[src/core/dram_refresh_pkg.sv]
// package for the dram strobe and refresh control block
// assumes a 40 MHz controller clock and an 11-bit dram address bus
package dram_refresh_pkg;
  localparam int unsigned CLK_MHZ        = 40;
  localparam int unsigned ADDR_W         = 11;
  localparam int unsigned STROBE_W       = 4;
  localparam int unsigned INTERVAL_SHORT_US = 13;
  localparam int unsigned INTERVAL_LONG_US  = 15;
  // interval counts in clock cycles, exact products of microseconds and clock MHz
  localparam int unsigned INTERVAL_SHORT_CYC = INTERVAL_SHORT_US * CLK_MHZ;
  localparam int unsigned INTERVAL_LONG_CYC  = INTERVAL_LONG_US * CLK_MHZ;
  localparam int unsigned TMR_W          = 10;
  // refresh cycle phase lengths in clocks
  localparam logic [2:0] REF_SETUP_CYC   = 3'h1;
  localparam logic [2:0] REF_ROW_CYC     = 3'h3;
  localparam logic [2:0] REF_PRECH_CYC   = 3'h2;
  // access phase lengths in clocks
  localparam logic [2:0] ACC_ROW_CYC     = 3'h1;
  localparam logic [2:0] ACC_PRECH_CYC   = 3'h2;
  localparam logic [STROBE_W-1:0] STROBE_ALL  = 4'hF;
  localparam logic [STROBE_W-1:0] STROBE_NONE = 4'h0;
  localparam logic [ADDR_W-1:0]   ADDR_ZERO   = 11'h000;
  localparam logic [ADDR_W-1:0]   ADDR_ONE    = 11'h001;
  localparam logic [TMR_W-1:0]    TMR_ZERO    = 10'h000;
  localparam logic [TMR_W-1:0]    TMR_ONE     = 10'h001;
  localparam logic [2:0]          PH_ZERO     = 3'h0;
  localparam logic [2:0]          PH_ONE      = 3'h1;
  typedef enum logic [2:0] {
    ST_IDLE, ST_REF_SETUP, ST_REF_ROW, ST_REF_PRECH, ST_ACC_ROW, ST_ACC_COL, ST_ACC_PRECH
  } ctrl_state_e;
endpackage : dram_refresh_pkg

[src/core/dram_strobe_refresh.sv]
// dram address mux, row/column strobes, write enable and refresh control
// assumes access inputs and refresh extend are on clk_i; refresh request and disable pins are asynchronous and synchronised here
`timescale 1ns/10ps
module dram_strobe_refresh
  import dram_refresh_pkg::*;
(
  input  wire logic                clk_i,
  input  wire logic                rst_b_i,
  input  wire logic                clk_en_i,
  input  wire logic                prog_load_i,
  input  wire logic                prog_pipeline_i,
  input  wire logic                prog_long_interval_i,
  input  wire logic                column_strobe_enable_0_i,
  input  wire logic                access_req_i,
  input  wire logic [STROBE_W-1:0] access_bank_sel_i,
  input  wire logic [ADDR_W-1:0]   row_addr_in_i,
  input  wire logic [ADDR_W-1:0]   column_addr_in_i,
  input  wire logic                write_in_i,
  input  wire logic                refresh_request_in_i,
  input  wire logic                internal_refresh_disable_i,
  input  wire logic                refresh_extend_i,
  output logic [ADDR_W-1:0]        dram_addr_out_o,
  output logic [STROBE_W-1:0]      row_strobe_out_o,
  output logic [STROBE_W-1:0]      column_strobe_out_o,
  output logic                     write_enable_o,
  output logic                     refresh_in_progress_o,
  output logic                     access_busy_o
);
  logic              rst_s1_q;
  logic              rst_b;
  logic              ext_req;
  logic              dis_ref;
  logic              ext_req_prev_q;
  logic              pipeline_q;
  logic              long_sel_q;
  logic              cse0_q;
  logic              due;
  logic              ref_done;
  logic              ext_pending_q;
  logic              want_refresh;
  logic [ADDR_W-1:0] ref_row_q;
  logic [2:0]        phase_q;
  ctrl_state_e       state_q;
  logic              ref_on_we;

  // reset release through two flip-flops
  always_ff @(posedge clk_i or negedge rst_b_i) begin
    if (!rst_b_i) begin
      rst_s1_q <= 1'b0;
      rst_b    <= 1'b0;
    end else begin
      rst_s1_q <= 1'b1;
      rst_b    <= rst_s1_q;
    end
  end

  // asynchronous refresh pins
  pin_sync u_sync_req (
    .clk_i   (clk_i),
    .rst_b_i (rst_b),
    .en_i    (clk_en_i),
    .pin_i   (refresh_request_in_i),
    .level_o (ext_req)
  );
  pin_sync u_sync_dis (
    .clk_i   (clk_i),
    .rst_b_i (rst_b),
    .en_i    (clk_en_i),
    .pin_i   (internal_refresh_disable_i),
    .level_o (dis_ref)
  );

  // programming settings captured while load is active
  always_ff @(posedge clk_i or negedge rst_b) begin
    if (!rst_b) begin
      pipeline_q <= 1'b0;
      long_sel_q <= 1'b0;
      cse0_q     <= 1'b1;
    end else if (clk_en_i && prog_load_i) begin
      pipeline_q <= prog_pipeline_i;
      long_sel_q <= prog_long_interval_i;
      cse0_q     <= column_strobe_enable_0_i;
    end
  end

  // interval timer sets the due flag
  refresh_timer u_timer (
    .clk_i      (clk_i),
    .rst_b_i    (rst_b),
    .en_i       (clk_en_i),
    .long_sel_i (long_sel_q),
    .done_i     (ref_done),
    .due_o      (due)
  );

  // refresh ends when its precharge phase completes
  assign ref_done = (state_q == ST_REF_PRECH) && (phase_q == PH_ONE);

  // external request latch: rising edge under disable is one refresh
  always_ff @(posedge clk_i or negedge rst_b) begin
    if (!rst_b) begin
      ext_req_prev_q <= 1'b0;
      ext_pending_q  <= 1'b0;
    end else if (clk_en_i) begin
      ext_req_prev_q <= ext_req;
      if (dis_ref && ext_req && !ext_req_prev_q) begin
        ext_pending_q <= 1'b1;
      end else if (ref_done) begin
        ext_pending_q <= 1'b0;
      end
    end
  end

  // held request bursts, interval refresh only when not disabled
  assign want_refresh = dis_ref ? (ext_pending_q || ext_req)
                                : due;

  // refresh row counter
  always_ff @(posedge clk_i or negedge rst_b) begin
    if (!rst_b) begin
      ref_row_q <= ADDR_ZERO;
    end else if (clk_en_i) begin
      if (ext_req && !dis_ref) begin
        ref_row_q <= ADDR_ZERO;
      end else if (ref_done) begin
        ref_row_q <= ref_row_q + ADDR_ONE;
      end
    end
  end

  // controller sequencer with phase counter
  always_ff @(posedge clk_i or negedge rst_b) begin
    if (!rst_b) begin
      state_q <= ST_IDLE;
      phase_q <= PH_ZERO;
    end else if (clk_en_i) begin
      case (state_q)
        ST_IDLE: begin
          phase_q <= PH_ZERO;
          if (want_refresh) begin
            state_q <= ST_REF_SETUP;
            phase_q <= REF_SETUP_CYC;
          end else if (access_req_i) begin
            state_q <= ST_ACC_ROW;
            phase_q <= ACC_ROW_CYC;
          end
        end
        ST_REF_SETUP: begin
          if (phase_q == PH_ONE) begin
            state_q <= ST_REF_ROW;
            phase_q <= REF_ROW_CYC;
          end else begin
            phase_q <= phase_q - PH_ONE;
          end
        end
        ST_REF_ROW: begin
          if (phase_q == PH_ONE && !refresh_extend_i) begin
            state_q <= ST_REF_PRECH;
            phase_q <= REF_PRECH_CYC;
          end else if (phase_q != PH_ONE) begin
            phase_q <= phase_q - PH_ONE;
          end
        end
        ST_REF_PRECH: begin
          if (phase_q == PH_ONE) begin
            state_q <= ST_IDLE;
            phase_q <= PH_ZERO;
          end else begin
            phase_q <= phase_q - PH_ONE;
          end
        end
        ST_ACC_ROW: begin
          if (phase_q == PH_ONE) begin
            state_q <= ST_ACC_COL;
          end else begin
            phase_q <= phase_q - PH_ONE;
          end
        end
        ST_ACC_COL: begin
          if (!access_req_i) begin
            state_q <= ST_ACC_PRECH;
            phase_q <= ACC_PRECH_CYC;
          end
        end
        ST_ACC_PRECH: begin
          if (phase_q == PH_ONE) begin
            state_q <= ST_IDLE;
            phase_q <= PH_ZERO;
          end else begin
            phase_q <= phase_q - PH_ONE;
          end
        end
        default: begin
          state_q <= ST_IDLE;
          phase_q <= PH_ZERO;
        end
      endcase
    end
  end

  // write-enable pin doubles as refresh request in some modes
  assign ref_on_we = pipeline_q || !cse0_q;

  // registered dram-side outputs
  always_ff @(posedge clk_i or negedge rst_b) begin
    if (!rst_b) begin
      dram_addr_out_o       <= ADDR_ZERO;
      row_strobe_out_o      <= STROBE_NONE;
      column_strobe_out_o   <= STROBE_NONE;
      write_enable_o        <= 1'b0;
      refresh_in_progress_o <= 1'b0;
    end else if (clk_en_i) begin
      case (state_q)
        ST_REF_SETUP, ST_REF_ROW: begin
          dram_addr_out_o       <= ref_row_q;
          refresh_in_progress_o <= 1'b1;
          row_strobe_out_o      <= (state_q == ST_REF_ROW) ? STROBE_ALL : STROBE_NONE;
          column_strobe_out_o   <= STROBE_NONE;
        end
        ST_REF_PRECH: begin
          dram_addr_out_o       <= ref_row_q;
          row_strobe_out_o      <= STROBE_NONE;
          column_strobe_out_o   <= STROBE_NONE;
          refresh_in_progress_o <= 1'b0;
        end
        ST_ACC_ROW: begin
          dram_addr_out_o       <= row_addr_in_i;
          row_strobe_out_o      <= access_bank_sel_i;
          column_strobe_out_o   <= STROBE_NONE;
          refresh_in_progress_o <= 1'b0;
        end
        ST_ACC_COL: begin
          dram_addr_out_o       <= column_addr_in_i;
          row_strobe_out_o      <= access_bank_sel_i;
          column_strobe_out_o   <= access_bank_sel_i;
          refresh_in_progress_o <= 1'b0;
        end
        default: begin
          dram_addr_out_o       <= row_addr_in_i;
          row_strobe_out_o      <= STROBE_NONE;
          column_strobe_out_o   <= STROBE_NONE;
          refresh_in_progress_o <= 1'b0;
        end
      endcase
      if (ref_on_we) begin
        write_enable_o <= due;
      end else begin
        write_enable_o <= write_in_i;
      end
    end
  end

  assign access_busy_o = (state_q == ST_ACC_ROW) || (state_q == ST_ACC_COL)
                         || (state_q == ST_ACC_PRECH);

  // refresh row strobes rise only once the in-progress indicator is already up
  AST_RAS_UNDER_REFRESH_IN_PROGRESS: assert property (@(posedge clk_i) disable iff (!rst_b)
    (refresh_in_progress_o && (row_strobe_out_o != STROBE_NONE)
     && ($past(row_strobe_out_o) == STROBE_NONE))
    |-> $past(refresh_in_progress_o))
    else $error("refresh strobes without in-progress");
  // in-progress drops with all row strobes low
  AST_REFRESH_IN_PROGRESS_DROP: assert property (@(posedge clk_i) disable iff (!rst_b)
    $fell(refresh_in_progress_o) |-> row_strobe_out_o == STROBE_NONE)
    else $error("in-progress dropped with row strobe active");
  // refresh address on bus while in progress
  AST_REF_ADDR: assert property (@(posedge clk_i) disable iff (!rst_b)
    (clk_en_i && state_q == ST_REF_ROW) |=> dram_addr_out_o == $past(ref_row_q))
    else $error("refresh address not driven");
  // disable suppresses interval refreshes
  AST_NO_INT_REF: assert property (@(posedge clk_i) disable iff (!rst_b)
    (clk_en_i && state_q == ST_IDLE && dis_ref && !ext_req && !ext_pending_q)
    |=> state_q != ST_REF_SETUP)
    else $error("interval refresh while disabled");
  // due refresh starts promptly from idle
  AST_REF_START: assert property (@(posedge clk_i) disable iff (!rst_b)
    (clk_en_i && state_q == ST_IDLE && due && !dis_ref) |=> state_q == ST_REF_SETUP)
    else $error("due refresh did not start");
  // counter clear on request without disable
  AST_ROW_CLEAR: assert property (@(posedge clk_i) disable iff (!rst_b)
    (clk_en_i && ext_req && !dis_ref) |=> ref_row_q == ADDR_ZERO)
    else $error("refresh row not cleared");
  // counter advances after refresh
  AST_ROW_ADV: assert property (@(posedge clk_i) disable iff (!rst_b)
    (clk_en_i && ref_done && !(ext_req && !dis_ref)) |=> ref_row_q == $past(ref_row_q) + ADDR_ONE)
    else $error("refresh row not advanced");
  // extend holds the row phase
  AST_EXTEND: assert property (@(posedge clk_i) disable iff (!rst_b)
    (clk_en_i && state_q == ST_REF_ROW && refresh_extend_i) |=> state_q == ST_REF_ROW)
    else $error("refresh row phase not extended");
  // write enable follows write input in normal mode
  AST_WE_FOLLOW: assert property (@(posedge clk_i) disable iff (!rst_b)
    (clk_en_i && !ref_on_we) |=> write_enable_o == $past(write_in_i))
    else $error("write enable not following write input");
endmodule : dram_strobe_refresh

[src/core/pin_sync.sv]
// three-stage synchroniser with second/third agreement for pin inputs
// assumes clk_i is the controller clock and en_i the global clock enable
`timescale 1ns/10ps
module pin_sync (
  input  wire logic clk_i,
  input  wire logic rst_b_i,
  input  wire logic en_i,
  input  wire logic pin_i,
  output logic      level_o
);
  logic s1_q;
  logic s2_q;
  logic s3_q;
  // first stage feeds only the second
  always_ff @(posedge clk_i or negedge rst_b_i) begin
    if (!rst_b_i) begin
      s1_q <= 1'b0;
      s2_q <= 1'b0;
      s3_q <= 1'b0;
    end else if (en_i) begin
      s1_q <= pin_i;
      s2_q <= s1_q;
      s3_q <= s2_q;
    end
  end
  // change counts once second and third agree
  always_ff @(posedge clk_i or negedge rst_b_i) begin
    if (!rst_b_i) begin
      level_o <= 1'b0;
    end else if (en_i && (s2_q == s3_q)) begin
      level_o <= s3_q;
    end
  end
endmodule : pin_sync

[src/core/refresh_timer.sv]
// refresh interval timer, raises a sticky due flag when the interval elapses
// assumes the clock enable is applied by the caller via en_i
`timescale 1ns/10ps
module refresh_timer
  import dram_refresh_pkg::*;
(
  input  wire logic clk_i,
  input  wire logic rst_b_i,
  input  wire logic en_i,
  input  wire logic long_sel_i,
  input  wire logic done_i,
  output logic      due_o
);
  logic [TMR_W-1:0] cnt_q;
  logic [TMR_W-1:0] limit;
  logic             expire;
  // interval selected by programmed setting
  assign limit  = long_sel_i ? TMR_W'(INTERVAL_LONG_CYC - 1) : TMR_W'(INTERVAL_SHORT_CYC - 1);
  assign expire = (cnt_q >= limit);
  // free-running interval counter
  always_ff @(posedge clk_i or negedge rst_b_i) begin
    if (!rst_b_i) begin
      cnt_q <= TMR_ZERO;
    end else if (en_i) begin
      cnt_q <= expire ? TMR_ZERO : cnt_q + TMR_ONE;
    end
  end
  // due flag, a new expiry wins over the clear
  always_ff @(posedge clk_i or negedge rst_b_i) begin
    if (!rst_b_i) begin
      due_o <= 1'b0;
    end else if (en_i) begin
      if (expire) begin
        due_o <= 1'b1;
      end else if (done_i) begin
        due_o <= 1'b0;
      end
    end
  end
endmodule : refresh_timer

[config.mk]
export PLATFORM = sky130hd
export DESIGN_NAME = dram_strobe_refresh
export DESIGN_NICKNAME = d
export VERILOG_FILES = /design/src/core/dram_refresh_pkg.sv /design/src/core/dram_strobe_refresh.sv /design/src/core/pin_sync.sv /design/src/core/refresh_timer.sv
export SDC_FILE = /design/constraint.sdc
export NUM_CORES = 1
export LEC_CHECK = 0
export ABC_AREA = 1
export ABC_CLOCK_PERIOD_IN_PS = 2400
export CAP_MARGIN = 20
export CORE_MARGIN = 5
export CORE_UTILIZATION = 47
export DETAILED_ROUTE_END_ITERATION = 8
export DONT_BUFFER_PORTS = 1
export GPL_ROUTABILITY_DRIVEN = 0
export GPL_TIMING_DRIVEN = 1
export PLACE_DENSITY_LB_ADDON = 0.05
export SYNTH_ARGS = -nofsm -noshare
export SYNTH_HDL_FRONTEND = slang
export SYNTH_SLANG_ARGS = --single-unit
[constraint.sdc]
create_clock -name clk_i -period 2.4 [get_ports clk_i]
set_input_delay 0.24 -clock clk_i [delete_from_list [all_inputs] [get_ports clk_i]]
set_output_delay 0.24 -clock clk_i [all_outputs]
set_load 0.02 [all_outputs]
==> impl_metrics.env <==
export IMPL_avgSynthCellArea_um2=7.69
export IMPL_total_power_mw=4.42
export IMPL_fin_util=0.513
export IMPL_slew_headroom=0.593
export IMPL_crit_path_end_kind="primary output"
export IMPL_use_met1=0.251
export IMPL_worstSetupPathType="register to primary output"
export IMPL_finalCritPeriodShare=0.834
export IMPL_outcome="finished, final reports clean"
export IMPL_dp_cells=562
export IMPL_finalHoldViolCount=0
export IMPL_rows=32
export IMPL_antenna_found_initial=0
export IMPL_fin_worst_skew_ns=0.00830
export IMPL_clkSinkCount=64
export IMPL_fmax_mhz=500
export IMPL_drv_slew=0
export IMPL_fin_ws_ns=0.399
export IMPL_die_x_um=97.9
export IMPL_start_kind="register"
export IMPL_dr_first_iter_drc_count=153
export IMPL_yosysUniqueCellTypes=40
export IMPL_grt_start_max_net_pins=48
export IMPL_power_density_nw_per_um2=1130
export IMPL_worstReg2RegStart="state_q[2]"
export IMPL_min_path_type="input port to register"
export IMPL_grt_pass1_wl_um=14500
export IMPL_clock_latency_ns=0.34
export IMPL_finalCriticalPeriod_ns=2.00
export IMPL_grtUsageMet2=0.277
export IMPL_area_delta_synth_final_pct=7.44
export IMPL_fillers=772
export IMPL_setup_violations=0
export IMPL_cts_root_buf="clkbuf_8"
export IMPL_pre_cts_slack_ns=0.697
export IMPL_fin_cells=580
export IMPL_use_met3=0.0614
export IMPL_via_per_inst=5.17
export IMPL_synth_area_um2=3630
export IMPL_startpoint="state_q[2]"
export IMPL_die_y_um=97.9
export IMPL_synth_fp_nets=516
export IMPL_cts_buffers_inserted=9
export IMPL_ant_nets=0
export IMPL_grt_most_used_layer="met2"
export IMPL_gr_total_overflow=0
export IMPL_r2r_setup_slack_ns=0.72
export IMPL_setup_tns_ns=0
export IMPL_diodes=0
export IMPL_htree_levels=3
export IMPL_cts_tree="done"
export IMPL_ys_seq_elements=64
export IMPL_maxCapViolCount=0
export IMPL_rsz0062_at_grt="no"
export IMPL_grt_pass1_vias=2916
export IMPL_pin_count=60
export IMPL_ctsHoldBuffers=2
export IMPL_rr_worst_depth=5
export IMPL_drc_errors=0
export IMPL_num_nets_final=517
export IMPL_syn_inst=472
export IMPL_crit_required_ns=2.16
export IMPL_worst_pin_slew_ns=0.610
export IMPL_hpwl_um=6120
export IMPL_worstSetupEndpoint="access_busy_o"
export IMPL_drtPass1Iterations=6
export IMPL_postCtsSetupRepairBufs=0
export IMPL_ir_drop_mv=0.387
export IMPL_clk_path_buf_depth=2
export IMPL_path_clk_slew_ns=0.08
export IMPL_drive_gt1_frac=0.128
export IMPL_wl_per_cell_um=14.2
export IMPL_p_leak_nw=1.92
export IMPL_path_max_fanout=10
export IMPL_ctsResizeCount=0
export IMPL_io_buffers=0
export IMPL_synth_seq_area_share=0.441
export IMPL_yosys_warnings=0
export IMPL_wirelength_um=8260
export IMPL_start_util=0.477
export IMPL_crit_arrival_ns=1.76
export IMPL_vias=2998
export IMPL_core_um2=7610
export IMPL_timing_rr_end="dram_addr_out_o[3]"
export IMPL_grt_total_usage=0.185
export IMPL_die_area_um2=9580
[per-stage QoR]
stage | cell area (um^2) | hold slack, ns
after floorplan | 3630 | -0.0556
after global placement | 3660 | -0.0555
after detailed placement | 3660 | -0.0555
after CTS | 3900 | 0.0100
after global routing | 3900 | 0.00272
final | 3900 | 0.0350
[registers in the layout, summed over array words and instances (netlist names), 3 cells and up]
| name | count |
|---|---|
| state_q | 3 |
| dram_addr_out_o | 11 |
| column_strobe_out_o | 4 |
| ref_row_q | 11 |
| phase_q | 3 |
| row_strobe_out_o | 4 |
| u_timer.cnt_q | 10 |
[cells in the final DEF (no fill, tap or decap), drive strengths merged]
master,count
a21oi,29
a31oi,3
buf,2
bufinv,2
clkbuf,11
clkinv,2
clkinvlp,2
conb,1
dfrtp,63
dfstp,1
dlygate4sd3,2
ha,6
inv,47
mux2,1
nand2,147
nand3,43
nand3b,1
nand4,8
nor2,66
nor3,4
nor3b,1
o21a,1
o21ai,27
o21bai,1
o22ai,1
or2,3
xnor2,1
xor2,2
[power by group]
group	switching, mW	total, mW	internal [mW]
combinational	0.960	1.48	0.518
sequential	0.505	1.90	1.40
clock	0.427	1.04	0.612
[cell families (layout without fill, tap and decap cells)]
group           after synthesis  after routing  synth area share
xor+xnor                      3              3           0.00724
compound gates               62             62            0.0924
flops                        64             64             0.441
buf+inv                      62             68            0.0824
simple gates                273            273             0.352
other cells                   1              1           0.00103
mux                           1              1           0.00310
fa+ha+maj                     6              6            0.0207
[layer usage]
layer	share of wire	wire length (um)	vias to the layer above
met5	0	0	-
met4	0.017	140	0
met3	0.065	540	10
met2	0.44	3670	74
met1	0.47	3910	1400
li1	-	-	1514
[synth_stat cells]
| cell type | instances | share of area |
|---|---|---|
| a21oi_1 | 29 | 0.040 |
| a31oi_1 | 3 | 0.0052 |
| buf_2 | 5 | 0.0069 |
| buf_4 | 3 | 0.0062 |
| buf_6 | 6 | 0.019 |
| clkinv_2 | 1 | 0.0014 |
| conb_1 | 1 | 0.0010 |
| dfrtp_1 | 63 | 0.43 |
| dfstp_2 | 1 | 0.0072 |
| ha_1 | 6 | 0.021 |
| inv_1 | 41 | 0.042 |
| inv_2 | 5 | 0.0052 |
| inv_4 | 1 | 0.0017 |
| mux2_2 | 1 | 0.0031 |
| nand2_1 | 142 | 0.15 |
| nand2_2 | 4 | 0.0069 |
| nand2_4 | 1 | 0.0031 |
| nand3_1 | 33 | 0.045 |
| nand3_2 | 8 | 0.022 |
| nand3_4 | 2 | 0.0096 |
| nand3b_4 | 1 | 0.0055 |
| nand4_1 | 8 | 0.014 |
| nor2_1 | 53 | 0.055 |
| nor2_2 | 10 | 0.017 |
| nor2_4 | 3 | 0.0093 |
| nor3_1 | 3 | 0.0041 |
| nor3_4 | 1 | 0.0045 |
| nor3b_2 | 1 | 0.0034 |
| o21a_1 | 1 | 0.0021 |
| o21ai_0 | 20 | 0.028 |
| o21ai_1 | 5 | 0.0069 |
| o21ai_2 | 1 | 0.0024 |
| o21ai_4 | 1 | 0.0045 |
| o21bai_1 | 1 | 0.0021 |
| o22ai_1 | 1 | 0.0017 |
| or2_0 | 1 | 0.0017 |
| or2_1 | 1 | 0.0017 |
| or2_2 | 1 | 0.0017 |
| xnor2_1 | 1 | 0.0024 |
| xor2_1 | 2 | 0.0048 |
[worst min path at each step]
stage	startpoint	to	cells past startpoint
floorplan	rst_b_i	rst_b	0
finish	internal_refresh_disable_i	u_sync_dis.s1_q	2
global route	clk_en_i	u_sync_dis.s1_q	1
CTS	clk_en_i	u_sync_dis.s1_q	1
global placement	rst_b_i	rst_s1_q	0
detailed placement	rst_b_i	rst_b	0
[worst max-delay path, cell delays in order, from the launching register on]
cell and delay, ns:
dfrtp_1 0.71, nand3_2 0.25, nand2_1 0.22, inv_1 0.08
nand2_1 0.17
[final cells by class]
| class | instances | area [um^2] | area share |
|---|---|---|---|
| inverter | 48 | 184 | 0.0471 |
| sequential | 64 | 1600 | 0.411 |
| multi-input combinational | 346 | 1730 | 0.443 |
| tap | 102 | 128 | 0.0327 |
| clock inverter | 5 | 80.1 | 0.0205 |
| timing repair buffer | 4 | 35.0 | 0.00898 |
| clock buffer | 11 | 141 | 0.0362 |
Note: power is estimated with default switching activity, not from simulation.
